[config.mk]
export PLATFORM = sky130hd
export DESIGN_NAME = csr_core_regs
export DESIGN_NICKNAME = d
export VERILOG_FILES = /design/src/csr_pkg.sv /design/src/csr_core_regs.sv
export VERILOG_INCLUDE_DIRS = /design/src
export SDC_FILE = /design/constraint.sdc
export NUM_CORES = 1
export LEC_CHECK = 0
export ABC_AREA = 1
export BUFFER_PORTS_ARGS = -buffer_cell sky130_fd_sc_hd__buf_2
export CAP_MARGIN = 25
export CELL_PAD_IN_SITES_DETAIL_PLACEMENT = 0
export CELL_PAD_IN_SITES_GLOBAL_PLACEMENT = 1
export CORE_UTILIZATION = 37
export DETAILED_ROUTE_END_ITERATION = 8
export PLACE_DENSITY = 0.86
export SYNTH_ARGS = -nofsm -noshare
export SYNTH_HDL_FRONTEND = slang
export SYNTH_SLANG_ARGS = --single-unit
[constraint.sdc]
create_clock -name i_clk -period 1.5 [get_ports i_clk]
set_clock_uncertainty 0.05 [all_clocks]
set_input_delay 0.3 -clock i_clk [delete_from_list [all_inputs] [get_ports i_clk]]
set_output_delay 0.3 -clock i_clk [all_outputs]
set_load 0.005 [all_outputs]
[src/csr_params.svh]
// Purpose: constants for the core status, option and interrupt register bank
// Assumes: 9-bit data file address, 8-bit registers
// Notes: included by the test bench and the register bank
`ifndef CSR_PARAMS_SVH
`define CSR_PARAMS_SVH

`define CSR_STATUS_OFS   7'h03
`define CSR_INTERRUPT_CONTROL_REG_OFS   7'h0B
`define CSR_OPTION_ADDR  9'h081
`define CSR_PIE_ADDR     9'h08C

`define CSR_STATUS_RST   8'h18
`define CSR_INTERRUPT_CONTROL_REG_RST   8'h00
`define CSR_OPTION_RST   8'hFF
`define CSR_PIE_RST      8'h00

`define CSR_ST_IRP       7
`define CSR_ST_RP_HI     6
`define CSR_ST_RP_LO     5
`define CSR_ST_TO        4
`define CSR_ST_PD        3
`define CSR_ST_Z         2
`define CSR_ST_DC        1
`define CSR_ST_C         0

`define CSR_OP_PUD       7
`define CSR_OP_EDGE      6
`define CSR_OP_CS        5
`define CSR_OP_SE        4
`define CSR_OP_PSA       3
`define CSR_OP_PS_HI     2
`define CSR_OP_PS_LO     0

`define CSR_IC_GIE       7
`define CSR_IC_PERIPHERAL_IRQ_GATE      6
`define CSR_IC_TIE       5
`define CSR_IC_XIE       4
`define CSR_IC_PCIE      3
`define CSR_IC_TIF       2
`define CSR_IC_XIF       1
`define CSR_IC_PCIF      0

`define CSR_NIB_MSB      3
`define CSR_RATE_ONE     4'h1
`endif

[src/csr_pkg.sv]
// Purpose: types shared by the core register bank
// Assumes: csr_params.svh holds every number
// Notes: none
package csr_pkg;

  typedef enum logic [2:0] {
    CSR_ALU_NONE,
    CSR_ALU_ADD,
    CSR_ALU_SUB,
    CSR_ALU_LOGIC,
    CSR_ALU_RLF,
    CSR_ALU_RRF
  } csr_alu_e;

  typedef enum logic [2:0] {
    CSR_SEL_NONE,
    CSR_SEL_STATUS,
    CSR_SEL_INTERRUPT_CONTROL_REG,
    CSR_SEL_OPTION,
    CSR_SEL_PIE
  } csr_sel_e;

  typedef struct packed {
    logic [7:0] status;
    logic [7:0] interrupt_control_reg;
    logic [7:0] option;
    logic [7:0] pie;
    logic [7:0] rd_data;
    logic       rd_hit;
    logic       ext_s1;
    logic       ext_s2;
    logic       ext_prev;
    logic [3:0] pb_s1;
    logic [3:0] pb_s2;
    logic [3:0] pb_snap;
  } csr_state_s;

endpackage
[src/csr_core_regs.sv]
// Purpose: status, option, interrupt control and peripheral enable registers
// Assumes: core accesses on i_clk, one access per enabled cycle
// Notes: read data is registered one cycle after the read strobe
`timescale 1ns/1ps
`default_nettype none
`include "csr_params.svh"

module csr_core_regs
  import csr_pkg::*;
(
  input  wire logic       i_clk,
  input  wire logic       i_rst_b,
  input  wire logic       i_ce,
  input  wire logic [8:0] i_addr,
  input  wire logic       i_wr_en,
  input  wire logic [7:0] i_wr_data,
  input  wire logic       i_rd_en,
  output logic      [7:0] o_rd_data,
  output logic            o_rd_hit,
  input  wire csr_alu_e   i_alu_op,
  input  wire logic [7:0] i_alu_a,
  input  wire logic [7:0] i_alu_b,
  input  wire logic [7:0] i_alu_result,
  input  wire logic       i_watchdog_clear_instruction,
  input  wire logic       i_sleep,
  input  wire logic       i_wdt_timeout,
  input  wire logic       i_eight_bit_timer_counter_overflow,
  input  wire logic       i_ext_irq_pin,
  input  wire logic [3:0] i_port_upper_nibble_pins,
  input  wire logic       i_port_b_read,
  input  wire logic [7:0] i_port_b_latch,
  input  wire logic [7:0] i_peripheral_flags,
  output logic      [1:0] o_bank_direct,
  output logic            o_bank_indirect,
  output logic      [7:0] o_pullup_en,
  output logic            o_timer_ext_clk,
  output logic            o_timer_fall_edge,
  output logic            o_prescaler_to_wdt,
  output logic      [3:0] o_timer_rate_log2,
  output logic      [2:0] o_wdt_rate_log2,
  output logic            o_ext_edge_rising,
  output logic            o_irq
);

  function automatic csr_sel_e csr_decode(input logic [8:0] addr);
    csr_sel_e sel;
    sel = CSR_SEL_NONE;
    if (addr[6:0] == `CSR_STATUS_OFS)
      sel = CSR_SEL_STATUS;
    else if (addr[6:0] == `CSR_INTERRUPT_CONTROL_REG_OFS)
      sel = CSR_SEL_INTERRUPT_CONTROL_REG;
    else if (addr == `CSR_OPTION_ADDR)
      sel = CSR_SEL_OPTION;
    else if (addr == `CSR_PIE_ADDR)
      sel = CSR_SEL_PIE;
    return sel;
  endfunction

  csr_state_s state_reg;
  csr_state_s state_next;

  logic [8:0] sum9;
  logic [4:0] sum5;
  logic       pin_edge;
  logic       pb_mismatch;
  logic       core_pend;
  logic       periph_pend;
  csr_sel_e   wr_sel;
  csr_sel_e   rd_sel;

  // adder: subtraction adds the two's complement of b
  always_comb
  begin
    sum9 = 9'h000;
    sum5 = 5'h00;
    if (i_alu_op == CSR_ALU_SUB)
    begin
      sum9 = {1'b0, i_alu_a} + {1'b0, ~i_alu_b} + 9'h001;
      sum5 = {1'b0, i_alu_a[3:0]} + {1'b0, ~i_alu_b[3:0]} + 5'h01;
    end
    else
    begin
      sum9 = {1'b0, i_alu_a} + {1'b0, i_alu_b};
      sum5 = {1'b0, i_alu_a[3:0]} + {1'b0, i_alu_b[3:0]};
    end
  end

  assign wr_sel = i_wr_en ? csr_decode(i_addr) : CSR_SEL_NONE;
  assign rd_sel = i_rd_en ? csr_decode(i_addr) : CSR_SEL_NONE;

  // edge of the synchronised external pin
  assign pin_edge = state_reg.option[`CSR_OP_EDGE]
                    ? (state_reg.ext_s2 & ~state_reg.ext_prev)
                    : (~state_reg.ext_s2 & state_reg.ext_prev);
  assign pb_mismatch = |(state_reg.pb_s2 ^ state_reg.pb_snap);

  always_comb
  begin
    state_next = state_reg;
    if (i_ce)
    begin
      state_next.ext_s1   = i_ext_irq_pin;
      state_next.ext_s2   = state_reg.ext_s1;
      state_next.ext_prev = state_reg.ext_s2;
      state_next.pb_s1    = i_port_upper_nibble_pins;
      state_next.pb_s2    = state_reg.pb_s1;
      if (i_port_b_read)
        state_next.pb_snap = state_reg.pb_s2;

      case (wr_sel)
        CSR_SEL_STATUS:
        begin
          state_next.status[`CSR_ST_IRP:`CSR_ST_RP_LO] = i_wr_data[`CSR_ST_IRP:`CSR_ST_RP_LO];
          if (i_alu_op == CSR_ALU_NONE)
            state_next.status[`CSR_ST_Z:`CSR_ST_C] = i_wr_data[`CSR_ST_Z:`CSR_ST_C];
        end
        CSR_SEL_INTERRUPT_CONTROL_REG:
          state_next.interrupt_control_reg = i_wr_data;
        CSR_SEL_OPTION:
          state_next.option = i_wr_data;
        CSR_SEL_PIE:
          state_next.pie = i_wr_data;
        default:
          state_next.interrupt_control_reg = state_reg.interrupt_control_reg;
      endcase

      // flag update from the instruction result
      case (i_alu_op)
        CSR_ALU_ADD, CSR_ALU_SUB:
        begin
          state_next.status[`CSR_ST_Z]  = (sum9[7:0] == 8'h00);
          state_next.status[`CSR_ST_DC] = sum5[4];
          state_next.status[`CSR_ST_C]  = sum9[8];
        end
        CSR_ALU_LOGIC:
          state_next.status[`CSR_ST_Z] = (i_alu_result == 8'h00);
        CSR_ALU_RLF:
          state_next.status[`CSR_ST_C] = i_alu_a[7];
        CSR_ALU_RRF:
          state_next.status[`CSR_ST_C] = i_alu_a[0];
        default:
          state_next.status[`CSR_ST_C] = state_next.status[`CSR_ST_C];
      endcase

      // expiry and power-down flags follow events only
      if (i_watchdog_clear_instruction)
      begin
        state_next.status[`CSR_ST_TO] = 1'b1;
        state_next.status[`CSR_ST_PD] = 1'b1;
      end
      if (i_sleep)
      begin
        state_next.status[`CSR_ST_TO] = 1'b1;
        state_next.status[`CSR_ST_PD] = 1'b0;
      end
      if (i_wdt_timeout)
        state_next.status[`CSR_ST_TO] = 1'b0;

      // hardware sets win over a software clear
      if (i_eight_bit_timer_counter_overflow)
        state_next.interrupt_control_reg[`CSR_IC_TIF] = 1'b1;
      if (pin_edge)
        state_next.interrupt_control_reg[`CSR_IC_XIF] = 1'b1;
      if (pb_mismatch)
        state_next.interrupt_control_reg[`CSR_IC_PCIF] = 1'b1;

      state_next.rd_hit = (rd_sel != CSR_SEL_NONE);
      case (rd_sel)
        CSR_SEL_STATUS:
          state_next.rd_data = state_reg.status;
        CSR_SEL_INTERRUPT_CONTROL_REG:
          state_next.rd_data = state_reg.interrupt_control_reg;
        CSR_SEL_OPTION:
          state_next.rd_data = state_reg.option;
        CSR_SEL_PIE:
          state_next.rd_data = state_reg.pie;
        default:
          state_next.rd_data = 8'h00;
      endcase
    end
  end

  always_ff @(posedge i_clk or negedge i_rst_b)
  begin
    if (!i_rst_b)
    begin
      state_reg          <= '0;
      state_reg.status   <= `CSR_STATUS_RST;
      state_reg.interrupt_control_reg   <= `CSR_INTERRUPT_CONTROL_REG_RST;
      state_reg.option   <= `CSR_OPTION_RST;
      state_reg.pie      <= `CSR_PIE_RST;
    end
    else
      state_reg <= state_next;
  end

  assign o_rd_data         = state_reg.rd_data;
  assign o_rd_hit          = state_reg.rd_hit;
  assign o_bank_direct     = state_reg.status[`CSR_ST_RP_HI:`CSR_ST_RP_LO];
  assign o_bank_indirect   = state_reg.status[`CSR_ST_IRP];
  assign o_pullup_en       = state_reg.option[`CSR_OP_PUD] ? 8'h00 : i_port_b_latch;
  assign o_timer_ext_clk   = state_reg.option[`CSR_OP_CS];
  assign o_timer_fall_edge = state_reg.option[`CSR_OP_SE];
  assign o_prescaler_to_wdt = state_reg.option[`CSR_OP_PSA];
  assign o_ext_edge_rising = state_reg.option[`CSR_OP_EDGE];
  // timer divides by 2^(rate+1) unless the prescaler is with the watchdog
  assign o_timer_rate_log2 = state_reg.option[`CSR_OP_PSA] ? 4'h0
                           : {1'b0, state_reg.option[`CSR_OP_PS_HI:`CSR_OP_PS_LO]}
                             + `CSR_RATE_ONE;
  assign o_wdt_rate_log2   = state_reg.option[`CSR_OP_PSA]
                           ? state_reg.option[`CSR_OP_PS_HI:`CSR_OP_PS_LO] : 3'h0;

  assign core_pend = (state_reg.interrupt_control_reg[`CSR_IC_TIF] & state_reg.interrupt_control_reg[`CSR_IC_TIE])
                   | (state_reg.interrupt_control_reg[`CSR_IC_XIF] & state_reg.interrupt_control_reg[`CSR_IC_XIE])
                   | (state_reg.interrupt_control_reg[`CSR_IC_PCIF] & state_reg.interrupt_control_reg[`CSR_IC_PCIE]);
  assign periph_pend = state_reg.interrupt_control_reg[`CSR_IC_PERIPHERAL_IRQ_GATE]
                     & (|(i_peripheral_flags & state_reg.pie));
  assign o_irq = state_reg.interrupt_control_reg[`CSR_IC_GIE] & (core_pend | periph_pend);
endmodule
`default_nettype wire

# [Yosys cells after proc, flatten, opt, wreduce, memory -nomap -nowiden]
# Index checks and enable logic that the tools add are counted.
[word_totals] regBits=56
[op_classes] add_sub_neg=7 n_eq_ne=17 mux=25 bitwise_logic=16 n_reduce_logical=31
[ops] op="8-bit one-hot mux with 4 select lines" count=1
[ops] op="3-bit two-way mux" count=10
[ops] op="2-bit AND reduction" count=10
[ops] op="8-bit by 8-bit adder with 9-bit output" count=2
[ops] op="3-bit by 2-bit equality test with 1-bit output (second input constant)" count=6
[ops] op="9-bit by 8-bit equality test with 1-bit output (second input constant)" count=2
[ops] op="8-bit logical NOT" count=2
[ops] op="3-bit equality test (second input constant)" count=4
[ops] op="2-bit nonzero test" count=6
[ops] op="3-bit nonzero test" count=4
[ops] op="4-bit by 4-bit adder with 5-bit output" count=2
[ops] op="9-bit by 1-bit adder with 9-bit output (second input constant)" count=1
[ops] op="3-bit by 1-bit equality test with 1-bit output (second input constant)" count=3
[ops] op="9-bit two-way mux" count=1
[ops] op="3-bit AND reduction" count=3
[ops] op="8-bit AND" count=1
[ops] op="8-bit two-way mux" count=1
[ops] op="8-bit NOT" count=1
[ops] op="4-bit nonzero test" count=2
[ops] op="8-bit OR reduction" count=1
[ops] op="1-bit AND" count=7
[ops] op="7-bit by 2-bit equality test with 1-bit output (second input constant)" count=1
[ops] op="7-bit by 4-bit equality test with 1-bit output (second input constant)" count=1
[ops] op="1-bit two-way mux" count=6
[ops] op="14 further kinds" count=18

# [Logic depth before layout (Yosys ltp)]
[logic_depth] depth_word=9 mapped_depth=15

# [Least setup slack after synthesis]
# Ideal clock, no wire load.
[synth_path] path_type="input -> register" start="in i_alu_a[0]" end="reg state_reg[50] (netlist bit)" setup_ns=0.077 t_arrival_ns=1.650 required_time_ns=1.373 slack_ns=-0.278 cell_stages=14 path_cell_list="inv_1 > ha_1 > fa_1 > inv_1 > nand2_1 > nand2_1 > nand2_1 > nand2_1 > nand3_1 > nand2_1 > nand3_1 > nor2_1 > nand3_1 > a21oi_1"
[synth_via] elab_chain_cells=5 elab_cells_between_ends=6
[synth_rtl] element="from (decl)" line="csr_core_regs.sv:21" rtl="input wire logic [7:0] i_alu_a,"
[synth_rtl] element="8-bit by 8-bit adder with 9-bit output" line="csr_core_regs.sv:78" rtl="sum9 = {1'b0, i_alu_a} + {1'b0, ~i_alu_b} + 9'h001;"
[synth_rtl] element="9-bit by 1-bit adder with 9-bit output" line="csr_core_regs.sv:78"
[synth_rtl] element="9-bit two-way mux *" line="csr_core_regs.sv:76" rtl="if (i_alu_op == CSR_ALU_SUB)"
[synth_rtl] element="8-bit logical NOT *" line="csr_core_regs.sv:131" rtl="state_next.status[`CSR_ST_Z] = (sum9[7:0] == 8'h00);"
[synth_rtl] element="1-bit one-hot mux with 2 select lines *" line="csr_core_regs.sv:128" rtl="case (i_alu_op)"
[synth_rtl] element="to (signal assigned)" line="csr_core_regs.sv:194" rtl="state_reg <= state_next;"
[synth_rtl] element="to (decl)" line="csr_core_regs.sv:59" rtl="csr_state_s state_reg;"
# Every way passes the cells marked *; elsewhere a longest branch is shown, timed or not.
# A chain may end at the register's enable or synchronous reset.

# [Worst setup path in the final report]
[layout_path] start="reg state_reg[24] (netlist bit)" end="out o_irq"
[layout_via] elab_chain_cells=5
[layout_rtl] element="8-bit AND" line="csr_core_regs.sv:217" rtl="& (|(i_peripheral_flags & state_reg.pie));"
[layout_rtl] element="8-bit OR reduction" line="csr_core_regs.sv:217"
[layout_rtl] element="1-bit AND" line="csr_core_regs.sv:216" rtl="assign periph_pend = state_reg.interrupt_control_reg[`CSR_IC_PERIPHERAL_IRQ_GATE]"
[layout_rtl] element="1-bit OR" line="csr_core_regs.sv:218" rtl="assign o_irq = state_reg.interrupt_control_reg[`CSR_IC_GIE] & (core_pend | periph_pend);"
[layout_rtl] element="1-bit AND" line="csr_core_regs.sv:218"
[layout_rtl] element="to (decl)" line="csr_core_regs.sv:42" rtl="output logic o_irq"
# No other way between the ends.

==> out/metrics.cfg <==
[run_status]
run_status=complete, but fails checks
violations=setup timing

[clocking]
htreeDepth=2
cts_made_buffers=5
cts_root_buf=clkbuf_8
clock_path_buffers=2
insertion_delay_ps=300
cts_tree=done
clk_pin_slew_ps=100
cts_sinks=56

[critical_path]
worst_setup_path_start_kind=register
critPathMaxFanout=2
crit_slowest_cell=dfrtp_1
cp_top_family=flip-flops
worstPathCellList=nand2_1 > nand4_1 > o21ai_1 > a41oi_1 > buf_2
crit_path_max_incr_delay_ps=420
worst_ep_arrival_time_ps=1340
crit_buf_inv=1
cp-end-kind=output port
crit_type=register to output port
crit_cells=5
crit_required_ps=1150
rr_worst_depth=7

[sta]
relSlewSlack_pct=71.5
final.period_utilization_pct=112
timing.fmax_mhz=593
setup_viol=17
setup_ws_ps=-187
holdWs_ps=103
min_period_ps=1690
slew_viol_final=0
tightest_slew_ps=428
rsz0062_at_grt=true
hold_viol=0

[logic_synthesis]
synth_seq_cells=56
yosysSeqAreaShare_pct=36.7
synth-edff-count=0
synth_top_area_cell=dfrtp_1
yosysWarnings=0
synthSimpleGateAreaFrac_pct=33.0
synth_fa_ha_area_share_pct=6.55
synthFlopType=dfrtp_1
synthCells=538
async_reset_ff_share_pct=100
synth-xor-area-share_pct=1.14
synth_area_leaders=dfrtp_1 (30%), nand2_1 (18%), dfstp_2 (6.8%)
synth.net_count=632
syn_area_per_cell_um2=7.17
synth_top_family_by_area=simple AND/OR/NAND/NOR gates
ys_types=44
synthesis.area_um2=3860
synthMuxAreaShare_pct=0
yosysTopAreaCellShare_pct=29.9
synth_compound_area_share_pct=11.6

[floorplanning]
die_h_um=104
die_area_um2=10800
ios=107
core_um2=9950
start_util_pct=38.7
num_rows=36
die_x_um=104

[power]
power_density_nw_per_um2=642
vdd_drop_max_mv=0.318
power.leakage_nw=2.90
p_total_mw=3.41

[cells_and_area]
largest_register_ffs=40
area_delta_synth_final_pct=38.0
fillers=979
final_common_cell=nand2_1
multi_input_area_um2=2170
final_cell_mix=nand2_1 (177), buf_2 (104), inv_1 (63)
post-route-cell-area_um2=5320
n_antenna_cell=0
register_area_um2=1410
post_route_cells_drive_above_1_share_pct=38.0
final_util_pct=53.4
final_cells=835
nets=795

[routing]
drt-vias-per-instance=4.83
vias=4033
drt.antenna.violating_nets=0
drtIter0Drc=217
drt_wl_total_um=11100
post-route-drc-count=0
dr.pass1.iters=5
wl_per_cell_um=13.4

[hold_path]
min_path_cells=2
hp-class=input pin to register

[placement]
gp_congestion=0.854
placed_cells=805
io_buffers=106
dp_hpwl_um=8470
post_dp_cell_area_um2=4890

[global_routing]
grt_pass1_vias=3979
track_usage_pct=20.6
antenna_found_initial=0
grt-ovfl-total=0
grt_max_degree=27
grt_pass1_wl_um=18200

[job]
drv_cap=0

==> through the flow <==
stage | setup slack [ps] | TNS, ps
6_report | -187 | -996
2_1_floorplan | -185 | -194
4_1_cts | -210 | -894
3_3_place_gp | -510 | -7820
5_1_grt | -256 | -2030
3_5_place_dp | -570 | -8790
==> path summary, 6_finish.rpt <==
kind                          startpoint       endpoint  slack [ps]
setup / recovery           state_reg[24]          o_irq        -190
hold / removal             i_wdt_timeout  state_reg[52]         100
setup reg to reg           state_reg[32]   o_rd_data[0]         170
hold reg to reg             state_reg[9]   state_reg[9]         440
max in group asynchronous        i_rst_b  state_reg[34]         430
min in group asynchronous        i_rst_b   o_rd_data[7]         400
==> cells by family (layout without fill, tap and decap cells) <==
kind of cell,Yosys count,count (layout)
fa+ha+maj,19,19
xor+xnor,5,5
buf+inv,97,261
compound gates,70,70
flops,56,56
simple gates,291,291
==> repair_timing <==
item | CTS | global route
setup buffers | 12 | 9
pin swaps | 16 | 15
gates resized for setup | 23 | 28
endpoints found under the setup margin | 19 | 36
endpoints found under the hold margin | 13 | 0
hold buffers | 1 | 0
==> cell type report <==
cell class	count	share of cell area, %
clock buffer	6	1.55
clock inverter	2	0.259
inverter	74	5.46
multi-input combinational	385	40.8
sequential	56	26.6
tap	133	3.13
timing repair buffer	179	22.2
==> synthesized netlist by cell type (3+ instances only) <==
library cell    n
o21ai_0        27
nand4_1        11
dfrtp_1        46
nand2_1       184
ha_1           17
nand3_1        33
inv_2           4
a21oi_1        12
buf_4          11
inv_1          69
nor2_1         35
nand2_2         3
xnor2_1         5
buf_2           4
nor2_4          4
o2111ai_1       3
clkbuf_1        5
dfstp_2        10
nor3_1          7
o21ai_2        16
o21ai_1         3
==> metal layers <==
| metal | track usage [%] | part of all wire [%] | vias up |
|---|---|---|---|
| met1 | 27.9 | 46 | 1883 |
| met4 | 4.29 | 0.61 | 0 |
| met5 | 0 | 0 | - |
| met2 | 35.4 | 48 | 115 |
| met3 | 2.51 | 5.0 | 4 |
| li1 | - | - | 2031 |
==> power by group <==
group          total [mW]  leakage (nW)  internal, mW  switching (mW)
logic               0.885          2.15         0.401           0.484
registers            1.66         0.699          1.61          0.0584
clock network       0.864        0.0516         0.379           0.486
No activity file was read; power rests on OpenSTA's default activity.
